$ cat config.mk
export PLATFORM = sky130hd
export DESIGN_NAME = dlc_writer
export DESIGN_NICKNAME = d
export VERILOG_FILES = /design/src/rtl/dlc_pkg.sv /design/src/rtl/dlc_assembler.sv /design/src/rtl/dlc_writer.sv
export VERILOG_INCLUDE_DIRS = /design/src /design/src/rtl
export SDC_FILE = /design/constraint.sdc
export NUM_CORES = 1
export LEC_CHECK = 0
export BUFFER_PORTS_ARGS = -buffer_cell sky130_fd_sc_hd__clkbuf_2
export CAP_MARGIN = 25
export CORE_AREA = 2 2 83 85
export DETAILED_ROUTE_END_ITERATION = 10
export DIE_AREA = 0 0 85 87
export SYNTH_ARGS = -nofsm -noshare
export SYNTH_HDL_FRONTEND = slang
export SYNTH_SLANG_ARGS = --single-unit
$ cat constraint.sdc
create_clock -name I_CLOCK -period 5 [get_ports I_CLOCK]
set_input_delay 0.75 -clock I_CLOCK [delete_from_list [all_inputs] [get_ports I_CLOCK]]
set_output_delay 0.75 -clock I_CLOCK [all_outputs]
set_load 0.1 [all_outputs]
$ cat src/rtl/dlc_cfg.svh
// Timing and field constants for the DAC write controller.
// Assumes a 200 MHz system clock; included by the rtl files only.
`ifndef DLC_CFG_SVH
`define DLC_CFG_SVH
`define DLC_CLK_PERIOD_NS   5
`define DLC_T_DATA_SETUP_NS 200
`define DLC_T_WR_LOW_NS     200
`define DLC_T_WR_HOLD_NS    5
`define DLC_SETUP_CYC       ((`DLC_T_DATA_SETUP_NS + `DLC_CLK_PERIOD_NS - 1) / `DLC_CLK_PERIOD_NS)
`define DLC_WRLOW_CYC       ((`DLC_T_WR_LOW_NS + `DLC_CLK_PERIOD_NS - 1) / `DLC_CLK_PERIOD_NS)
`define DLC_HOLD_CYC        ((`DLC_T_WR_HOLD_NS + `DLC_CLK_PERIOD_NS - 1) / `DLC_CLK_PERIOD_NS)
`define DLC_WORD_W          16
`define DLC_BYTE_W          8
`define DLC_MSB             15
`define DLC_CNT_W           8
`endif

$ cat src/rtl/dlc_pkg.sv
// Types for the DAC write controller.
// Assumes nothing beyond the config header.
`default_nettype none
package dlc_pkg;
  typedef enum logic [2:0] {
    DLC_IDLE  = 3'h0,
    DLC_SETUP = 3'h1,
    DLC_STRB  = 3'h3,
    DLC_HOLD  = 3'h2,
    DLC_DONE  = 3'h6
  } dlc_state_t;
endpackage
`default_nettype wire

$ cat src/rtl/dlc_assembler.sv
// Assembles a 16-bit word from two 8-bit bus writes, low byte first.
// Assumes byte strobes are one-cycle pulses on the system clock.
`include "dlc_cfg.svh"
`default_nettype none
module dlc_assembler #(
  parameter int WORD_W = `DLC_WORD_W,
  parameter int BYTE_W = `DLC_BYTE_W
) (
  input  wire logic              i_clock,
  input  wire logic              i_reset,
  input  wire logic              i_byte_valid,
  input  wire logic              i_byte_high,
  input  wire logic [BYTE_W-1:0] i_byte,
  output logic      [WORD_W-1:0] o_word,
  output logic                   o_word_valid
);
  logic [WORD_W-1:0] word_ff;
  logic [WORD_W-1:0] nxt_word;
  logic              valid_ff;
  logic              nxt_valid;

  // Word completes only on the high byte, so a stray low byte is overwritten
  always_comb begin
    nxt_word  = word_ff;
    nxt_valid = 1'h0;
    if (i_byte_valid && !i_byte_high) begin
      nxt_word[BYTE_W-1:0] = i_byte;
    end else if (i_byte_valid) begin
      nxt_word[WORD_W-1:BYTE_W] = i_byte;
      nxt_valid                 = 1'h1;
    end
  end

  always_ff @(posedge i_clock) begin
    if (i_reset) begin
      word_ff  <= '0;
      valid_ff <= 1'h0;
    end else begin
      word_ff  <= nxt_word;
      valid_ff <= nxt_valid;
    end
  end

  assign o_word       = word_ff;
  assign o_word_valid = valid_ff;
endmodule
`default_nettype wire

$ cat src/rtl/dlc_writer.sv
// Host-side controller that writes 16-bit words into the converter latch.
// Assumes the converter pins are driven straight from these outputs.
`include "dlc_cfg.svh"
`default_nettype none
module dlc_writer #(
  parameter int SETUP_CYC = `DLC_SETUP_CYC,
  parameter int WRLOW_CYC = `DLC_WRLOW_CYC,
  parameter int HOLD_CYC  = `DLC_HOLD_CYC
) (
  input  wire logic                   I_CLOCK,
  input  wire logic                   I_RESET,
  input  wire logic                   i_req,
  input  wire logic [`DLC_WORD_W-1:0] i_word,
  input  wire logic                   i_byte_valid,
  input  wire logic                   i_byte_high,
  input  wire logic [`DLC_BYTE_W-1:0] i_byte,
  input  wire logic                   i_offset_binary,
  output logic                        o_busy,
  output logic                        o_done,
  output logic      [`DLC_WORD_W-1:0] o_dac_data,
  output logic                        o_dac_cs_n,
  output logic                        o_dac_wr_n
);
  logic [`DLC_WORD_W-1:0] asm_word;
  logic                   asm_valid;

  dlc_assembler u_asm (
    .i_clock      (I_CLOCK),
    .i_reset      (I_RESET),
    .i_byte_valid (i_byte_valid),
    .i_byte_high  (i_byte_high),
    .i_byte       (i_byte),
    .o_word       (asm_word),
    .o_word_valid (asm_valid)
  );

  // Offset-binary users get the MSB flipped here, since the converter flips it back
  function automatic logic [`DLC_WORD_W-1:0] to_dac(
    input logic [`DLC_WORD_W-1:0] w,
    input logic                   ob
  );
    to_dac           = w;
    to_dac[`DLC_MSB] = w[`DLC_MSB] ^ ob;
  endfunction

  // Last cycle of a phase that lasts lim cycles
  function automatic logic phase_end(
    input logic [`DLC_CNT_W-1:0] cnt,
    input int                    lim
  );
    phase_end = (32'(cnt) + 32'h1) >= 32'(lim);
  endfunction

  // Strobe low time must cover both pulse width and data setup
  function automatic int low_cycles(
    input int setup,
    input int wrlow
  );
    low_cycles = (setup > wrlow) ? setup : wrlow;
  endfunction

  // Control group
  dlc_pkg::dlc_state_t    state_ff;
  dlc_pkg::dlc_state_t    nxt_state;
  logic [`DLC_CNT_W-1:0]  cnt_ff;
  logic [`DLC_CNT_W-1:0]  nxt_cnt;

  // Pin group
  logic [`DLC_WORD_W-1:0] data_ff;
  logic [`DLC_WORD_W-1:0] nxt_data;
  logic                   cs_n_ff;
  logic                   nxt_cs_n;
  logic                   wr_n_ff;
  logic                   nxt_wr_n;

  // Status group
  logic                   busy_ff;
  logic                   nxt_busy;
  logic                   done_ff;
  logic                   nxt_done;

  // Phase events shared by the control and pin groups; take also feeds the status group
  logic                   take;
  logic                   strb_end;
  logic                   hold_end;

  // Requests arriving while busy are dropped; caller waits on o_busy
  assign take     = (state_ff == dlc_pkg::DLC_IDLE) && (i_req || asm_valid);
  assign strb_end = (state_ff == dlc_pkg::DLC_STRB) && phase_end(cnt_ff, low_cycles(SETUP_CYC, WRLOW_CYC));
  assign hold_end = (state_ff == dlc_pkg::DLC_HOLD) && phase_end(cnt_ff, HOLD_CYC);

  always_comb begin
    nxt_state = state_ff;
    nxt_cnt   = cnt_ff;
    case (state_ff)
      dlc_pkg::DLC_IDLE: begin
        if (take) begin
          nxt_cnt   = '0;
          nxt_state = dlc_pkg::DLC_SETUP;
        end
      end
      dlc_pkg::DLC_SETUP: begin
        nxt_cnt   = '0;
        nxt_state = dlc_pkg::DLC_STRB;
      end
      dlc_pkg::DLC_STRB: begin
        nxt_cnt = cnt_ff + 1'h1;
        if (strb_end) begin
          nxt_cnt   = '0;
          nxt_state = dlc_pkg::DLC_HOLD;
        end
      end
      dlc_pkg::DLC_HOLD: begin
        nxt_cnt = cnt_ff + 1'h1;
        if (hold_end) begin
          nxt_state = dlc_pkg::DLC_DONE;
        end
      end
      dlc_pkg::DLC_DONE: begin
        nxt_state = dlc_pkg::DLC_IDLE;
      end
      default: begin
        nxt_state = dlc_pkg::DLC_IDLE;
        nxt_cnt   = '0;
      end
    endcase
  end

  always_ff @(posedge I_CLOCK) begin
    if (I_RESET) begin
      state_ff <= dlc_pkg::DLC_IDLE;
      cnt_ff   <= '0;
    end else begin
      state_ff <= nxt_state;
      cnt_ff   <= nxt_cnt;
    end
  end

  // Pins change only at phase boundaries to keep digital noise off the ladder
  always_comb begin
    nxt_data = data_ff;
    nxt_cs_n = cs_n_ff;
    nxt_wr_n = wr_n_ff;
    case (state_ff)
      dlc_pkg::DLC_IDLE: begin
        if (take) begin
          nxt_data = to_dac(asm_valid ? asm_word : i_word, i_offset_binary);
          nxt_cs_n = 1'h0;
        end
      end
      dlc_pkg::DLC_SETUP: begin
        // Data settles one cycle before strobe falls, so no transparent glitch
        nxt_wr_n = 1'h0;
      end
      dlc_pkg::DLC_STRB: begin
        if (strb_end) begin
          nxt_wr_n = 1'h1;
        end
      end
      dlc_pkg::DLC_HOLD: begin
        // Data and select kept past the rising edge so the latch keeps this word
        if (hold_end) begin
          nxt_cs_n = 1'h1;
        end
      end
      dlc_pkg::DLC_DONE: begin
        nxt_cs_n = 1'h1;
        nxt_wr_n = 1'h1;
      end
      default: begin
        nxt_cs_n = 1'h1;
        nxt_wr_n = 1'h1;
      end
    endcase
  end

  always_ff @(posedge I_CLOCK) begin
    if (I_RESET) begin
      data_ff <= '0;
      cs_n_ff <= 1'h1;
      wr_n_ff <= 1'h1;
    end else begin
      data_ff <= nxt_data;
      cs_n_ff <= nxt_cs_n;
      wr_n_ff <= nxt_wr_n;
    end
  end

  always_comb begin
    nxt_busy = busy_ff;
    nxt_done = 1'h0;
    case (state_ff)
      dlc_pkg::DLC_IDLE: begin
        if (take) begin
          nxt_busy = 1'h1;
        end
      end
      dlc_pkg::DLC_SETUP, dlc_pkg::DLC_STRB, dlc_pkg::DLC_HOLD: begin
        nxt_busy = 1'h1;
      end
      dlc_pkg::DLC_DONE: begin
        nxt_busy = 1'h0;
        nxt_done = 1'h1;
      end
      default: begin
        nxt_busy = 1'h0;
      end
    endcase
  end

  always_ff @(posedge I_CLOCK) begin
    if (I_RESET) begin
      busy_ff <= 1'h0;
      done_ff <= 1'h0;
    end else begin
      busy_ff <= nxt_busy;
      done_ff <= nxt_done;
    end
  end

  // Correction and gain trim live inside the converter; host only supplies the word
  assign o_dac_data = data_ff;
  assign o_dac_cs_n = cs_n_ff;
  assign o_dac_wr_n = wr_n_ff;
  assign o_busy     = busy_ff;
  assign o_done     = done_ff;
endmodule
`default_nettype wire

==> impl_results.html <==
<table>
<tr><th>Metric</th><th>Value</th></tr>
<tr><th colspan="2">Layout</th></tr>
<tr><td>Fill cell instance count of the final layout</td><td>about 670</td></tr>
<tr><td>Area growth, synth to finish</td><td>17.9%</td></tr>
<tr><td>Final net count</td><td>322</td></tr>
<tr><td>Cell Count, Final, Fillers Out</td><td>about 370</td></tr>
<tr><td>Most common cell after layout, fill and taps aside</td><td>sky130_fd_sc_hd__clkbuf_2</td></tr>
<tr><td>ANT cells</td><td>0</td></tr>
<tr><td>Commonest cells after routing, fill and taps aside</td><td>49 x sky130_fd_sc_hd__clkbuf_2, 48 x sky130_fd_sc_hd__dfxtp_1, 35 x sky130_fd_sc_hd__nor2_1</td></tr>
<tr><td>Share of final-layout standard cells stronger than drive strength 1</td><td>0.220</td></tr>
<tr><th colspan="2">Routing</th></tr>
<tr><td>Number of nets with antenna violations after routing</td><td>0</td></tr>
<tr><td>Number of vias after detailed routing</td><td>1874</td></tr>
<tr><td>Final routed DRC violation total</td><td>0</td></tr>
<tr><td>Detailed-route wire length</td><td>5120 microns</td></tr>
<tr><td>DR vias/cell</td><td>slightly above 5</td></tr>
<tr><td>Count of routing violations after the opening detailed-route iteration</td><td>~150</td></tr>
<tr><td>Average detailed-routed wire length per instance</td><td>roughly 14 microns</td></tr>
<tr><td>Number of optimization iterations in the first detailed-route pass</td><td>4</td></tr>
<tr><th colspan="2">Synth</th></tr>
<tr><td>Number of warning messages in the yosys log</td><td>0</td></tr>
<tr><td>Top post-synthesis cells by area</td><td>sky130_fd_sc_hd__dfxtp_1 44%, sky130_fd_sc_hd__mux2i_1 11%, sky130_fd_sc_hd__nor2_1 6.0%</td></tr>
<tr><td>Net count of the mapped netlist</td><td>282</td></tr>
<tr><td>Sequential fraction of the synthesis area</td><td>0.440</td></tr>
<tr><td>Average size of a mapped cell</td><td>between 8 and 9 sq um</td></tr>
<tr><td>Register bit total from synthesis</td><td>48</td></tr>
<tr><td>Cell Area, Synth</td><td>2190 sq um</td></tr>
<tr><td>Leading area contributor after synthesis</td><td>sky130_fd_sc_hd__dfxtp_1</td></tr>
<tr><td>Cell count after synthesis</td><td>250</td></tr>
<tr><td>Area share of the leading cell type in the synthesized netlist</td><td>0.440</td></tr>
<tr><td>Distinct cells, synth</td><td>42</td></tr>
<tr><th colspan="2">Power and ir drop</th></tr>
<tr><td>Part of the power in registers</td><td>0.446</td></tr>
<tr><td>Static leakage power</td><td>slightly above 1 nW</td></tr>
<tr><td>Switching Power</td><td>between 300 and 400 uW</td></tr>
<tr><td>Relative contribution of combinational cells to total power</td><td>0.303</td></tr>
<tr><td>Switch share</td><td>0.401</td></tr>
<tr><td>PD cells</td><td>roughly 380 nW/um^2</td></tr>
<tr><td>Clock group share of total power</td><td>0.252</td></tr>
<tr><td>Peak supply drop</td><td>between 0.2 and 0.25 mV</td></tr>
<tr><td>Cell internal power dissipation</td><td>approximately 590 uW</td></tr>
<tr><th colspan="2">Global route</th></tr>
<tr><td>First-pass GRT wire length</td><td>around 8100 microns</td></tr>
<tr><td>Number of global-route vias before repair</td><td>1613</td></tr>
<tr><td>Pin count of the biggest net entering global routing</td><td>50</td></tr>
<tr><td>Total grt overflow</td><td>0</td></tr>
<tr><td>GR Util All Layers</td><td>0.137</td></tr>
<tr><td>Antenna violations before repair</td><td>0</td></tr>
<tr><th colspan="2">Clocking</th></tr>
<tr><td>Post-CTS Setup Repair Bufs</td><td>0</td></tr>
<tr><td>Number of gates resized after CTS</td><td>0</td></tr>
<tr><td>CTS buffer count</td><td>5</td></tr>
<tr><td>Cell at the root of the clock tree</td><td>sky130_fd_sc_hd__clkbuf_8</td></tr>
<tr><td>Num Clock Sinks</td><td>48</td></tr>
<tr><td>Hold buffer count at CTS</td><td>0</td></tr>
<tr><td>H-tree depth</td><td>2</td></tr>
<tr><td>Clock slew seen by the registers of the worst setup and hold paths</td><td>around 0.09 ns</td></tr>
<tr><td>TritonCTS clock tree</td><td>done</td></tr>
<tr><td>Clock insertion delay at the later pin of the skew report</td><td>0.30 ns</td></tr>
<tr><td>Buffer levels on the longest clock path</td><td>2</td></tr>
<tr><th colspan="2">Min path</th></tr>
<tr><td>Hold Path Origin</td><td>u_asm.o_word[10]$_SDFFE_PP0P_</td></tr>
<tr><td>HP Class</td><td>flip-flop to flip-flop</td></tr>
<tr><th colspan="2">Critical path</th></tr>
<tr><td>CP Launch Type</td><td>flip-flop</td></tr>
<tr><td>Slowest Stage Delay on Critical Path</td><td>around 0.58 ns</td></tr>
<tr><td>Launching point of the worst reg2reg path</td><td>cnt_ff[0]$_SDFFE_PP0P_</td></tr>
<tr><td>Dominant delay contributor by cell family on the critical path</td><td>simple AND/OR/NAND/NOR gates</td></tr>
<tr><td>Required arrival time at the worst endpoint</td><td>about 5.2 ns</td></tr>
<tr><td>Worst path arrival time</td><td>2.44 ns</td></tr>
<tr><td>Count of buffer and inverter cells on the critical path</td><td>0</td></tr>
<tr><td>Category of the worst setup path capture point</td><td>flip-flop</td></tr>
<tr><td>Worst-path cell chain</td><td>ha_1 -&gt; nand3_2 -&gt; or4_4 -&gt; o311ai_4 -&gt; a32oi_1 -&gt; or3_1</td></tr>
<tr><td>Critical path launch point</td><td>cnt_ff[0]$_SDFFE_PP0P_</td></tr>
<tr><td>Type of the worst setup path</td><td>flip-flop to flip-flop</td></tr>
<tr><td>Critical-path top delay cell</td><td>sky130_fd_sc_hd__or4_4</td></tr>
<tr><td>Max Fanout on Critical Path</td><td>9</td></tr>
<tr><th colspan="2">Run</th></tr>
<tr><td>Maximum Capacitance Violations</td><td>0</td></tr>
<tr><th colspan="2">Floorplanning</th></tr>
<tr><td>Full die area</td><td>~7400 sq um</td></tr>
<tr><td>Count of pins on the block boundary</td><td>50</td></tr>
<tr><td>Number of cell rows</td><td>30</td></tr>
<tr><td>Core region area</td><td>between 6000 and 7000 sq um</td></tr>
<tr><td>Horizontal extent of the die</td><td>between 80 and 90 microns</td></tr>
<tr><td>Initial core utilization</td><td>0.333</td></tr>
<tr><td>Overall die height</td><td>87 microns</td></tr>
<tr><th colspan="2">STA</th></tr>
<tr><td>Count of pins over their slew limit</td><td>0</td></tr>
<tr><td>Tmin final</td><td>~2.2 ns</td></tr>
<tr><td>Crit share post-route</td><td>0.448</td></tr>
<tr><td>Final sum of negative setup slack</td><td>0 ns</td></tr>
<tr><td>Achievable clock frequency</td><td>roughly 450 MHz</td></tr>
<tr><td>Unrepaired setup endpoints after global routing</td><td>no</td></tr>
<tr><td>Worst setup skew after layout</td><td>0.00244 ns</td></tr>
<tr><td>Final Setup Violations</td><td>0</td></tr>
<tr><td>Slew at the pin closest to its max-slew limit</td><td>between 0.9 and 1 ns</td></tr>
<tr><td>Final Hold Violating Endpoints</td><td>0</td></tr>
<tr><td>Tightest slew margin relative to the limit</td><td>0.341</td></tr>
<tr><th colspan="2">Placement</th></tr>
<tr><td>Placed cell count</td><td>between 300 and 400</td></tr>
<tr><td>Total of buffers placed on input and output ports</td><td>a little under 50</td></tr>
<tr><td>Detail Placement HPWL</td><td>3680 microns</td></tr>
<tr><td>Gp weighted congestion</td><td>~0.80</td></tr>
<tr><th colspan="2">Run status</th></tr>
<tr><td>Run status</td><td>complete, no violations</td></tr>
</table>
-- metal layers --
layer | routed length, microns | up-vias | GRT usage
met5 | 0 | - | 0
met4 | 88 | 0 | 0.0563
met3 | 248 | 6 | 0.0313
met2 | 2240 | 45 | 0.190
met1 | 2540 | 852 | 0.203
li1 | - | 971 | -
-- layout make-up --
| class | count | area (sq um) | area share |
|---|---|---|---|
| multi-input combinational | 179 | 1140 | 0.441 |
| sequential | 48 | 961 | 0.373 |
| timing repair buffer | 50 | 260 | 0.101 |
| tap | 80 | 100 | 0.0389 |
| clock buffer | 6 | 82.6 | 0.0321 |
| inverter | 6 | 22.5 | 0.00874 |
| clock inverter | 2 | 13.8 | 0.00534 |
-- path summary, 6_finish.rpt --
| path | end | slack, ns | cells after the start |
|---|---|---|---|
| worst max-delay path | o_dac_wr_n$_SDFFE_PP1P_ | 2.76 | 6 |
| worst min register to register | u_asm.o_word[10]$_SDFFE_PP0P_ | 0.47 | 2 |
| worst min-delay path | u_asm.o_word[10]$_SDFFE_PP0P_ | 0.47 | 2 |
| worst max register to register | o_dac_wr_n$_SDFFE_PP1P_ | 2.76 | 6 |
-- cells in the mapped netlist --
library cell               count
sky130_fd_sc_hd__a211o_1       1
sky130_fd_sc_hd__a211oi_1     16
sky130_fd_sc_hd__a211oi_2      1
sky130_fd_sc_hd__a21bo_1       1
sky130_fd_sc_hd__a21oi_1      17
sky130_fd_sc_hd__a311oi_1      1
sky130_fd_sc_hd__a31oi_1       2
sky130_fd_sc_hd__a32oi_1       1
sky130_fd_sc_hd__and2b_1       1
sky130_fd_sc_hd__and3_1        1
sky130_fd_sc_hd__and4_1        1
sky130_fd_sc_hd__buf_1         1
sky130_fd_sc_hd__buf_2         4
sky130_fd_sc_hd__clkbuf_1     12
sky130_fd_sc_hd__dfxtp_1      48
sky130_fd_sc_hd__ha_1          2
sky130_fd_sc_hd__inv_1         6
sky130_fd_sc_hd__mux2i_1      25
sky130_fd_sc_hd__nand2_1      23
sky130_fd_sc_hd__nand2b_1      4
sky130_fd_sc_hd__nand3_1       8
sky130_fd_sc_hd__nand3_2       1
sky130_fd_sc_hd__nand4_1       7
sky130_fd_sc_hd__nand4b_1      2
sky130_fd_sc_hd__nor2_1       35
sky130_fd_sc_hd__nor2b_1       5
sky130_fd_sc_hd__nor3_1        4
sky130_fd_sc_hd__nor4_1        1
sky130_fd_sc_hd__nor4b_1       1
sky130_fd_sc_hd__o211ai_1      1
sky130_fd_sc_hd__o21ai_0       3
sky130_fd_sc_hd__o21ai_1       1
sky130_fd_sc_hd__o22ai_1       1
sky130_fd_sc_hd__o311ai_4      1
sky130_fd_sc_hd__o31a_1        1
sky130_fd_sc_hd__or2b_1        1
sky130_fd_sc_hd__or3_1         3
sky130_fd_sc_hd__or3b_1        1
sky130_fd_sc_hd__or3b_2        1
sky130_fd_sc_hd__or4_1         1
sky130_fd_sc_hd__or4_4         1
sky130_fd_sc_hd__xnor2_1       2
-- cell families after synthesis --
kind of cell | share of synthesized area
AO/OA/AOI/OAI | 0.153
XOR/XNOR | 0.00802
flip-flops | 0.440
adder cells (fa/ha/maj) | 0.0114
multiplexers | 0.114
buffers and inverters | 0.0418
AND/OR/NAND/NOR | 0.231
-- power groups by stage --
| stage | registers [mW] | clock network (mW) | logic (mW) |
|---|---|---|---|
| 3_3_place_gp | 0.450 | 0 | 0.295 |
| 6_report | 0.442 | 0.249 | 0.300 |
| 5_1_grt | 0.446 | 0.272 | 0.317 |
| 2_1_floorplan | 0.602 | 0 | 0.0903 |
| 3_5_place_dp | 0.451 | 0 | 0.297 |
| 4_1_cts | 0.442 | 0.256 | 0.298 |
-- worst reg2reg max path: stages (launching register included) --
cell	delay, ns
sky130_fd_sc_hd__dfxtp_1	0.45
sky130_fd_sc_hd__ha_1	0.29
sky130_fd_sc_hd__nand3_2	0.15
sky130_fd_sc_hd__or4_4	0.58
sky130_fd_sc_hd__o311ai_4	0.17
sky130_fd_sc_hd__a32oi_1	0.17
sky130_fd_sc_hd__or3_1	0.32
-- registers in the layout, summed over array words and instances (netlist names) --
signal / count
o_dac_data: 16
u_asm.o_word: 16
cnt_ff: 8
state_ff: 3
o_busy: 1
o_dac_cs_n: 1
o_dac_wr_n: 1
o_done: 1
u_asm.o_word_valid: 1
-- stage by stage --
| step | cell area [sq um] | power (mW) | hold slack [ns] | util | setup slack, ns |
|---|---|---|---|---|---|
| final | 2580 | 0.991 | 0.465 | 0.392 | 2.76 |
| after global routing | 2580 | 1.04 | 0.499 | 0.392 | 2.61 |
| after CTS | 2560 | 0.996 | 0.465 | 0.390 | 2.50 |
| after detailed placement | 2460 | 0.748 | 0.452 | 0.375 | 2.54 |
| after global placement | 2460 | 0.746 | 0.445 | 0.375 | 2.60 |
| after floorplan | 2190 | 0.693 | 0.436 | - | 2.99 |
No activity file was read; power rests on OpenSTA's default activity.
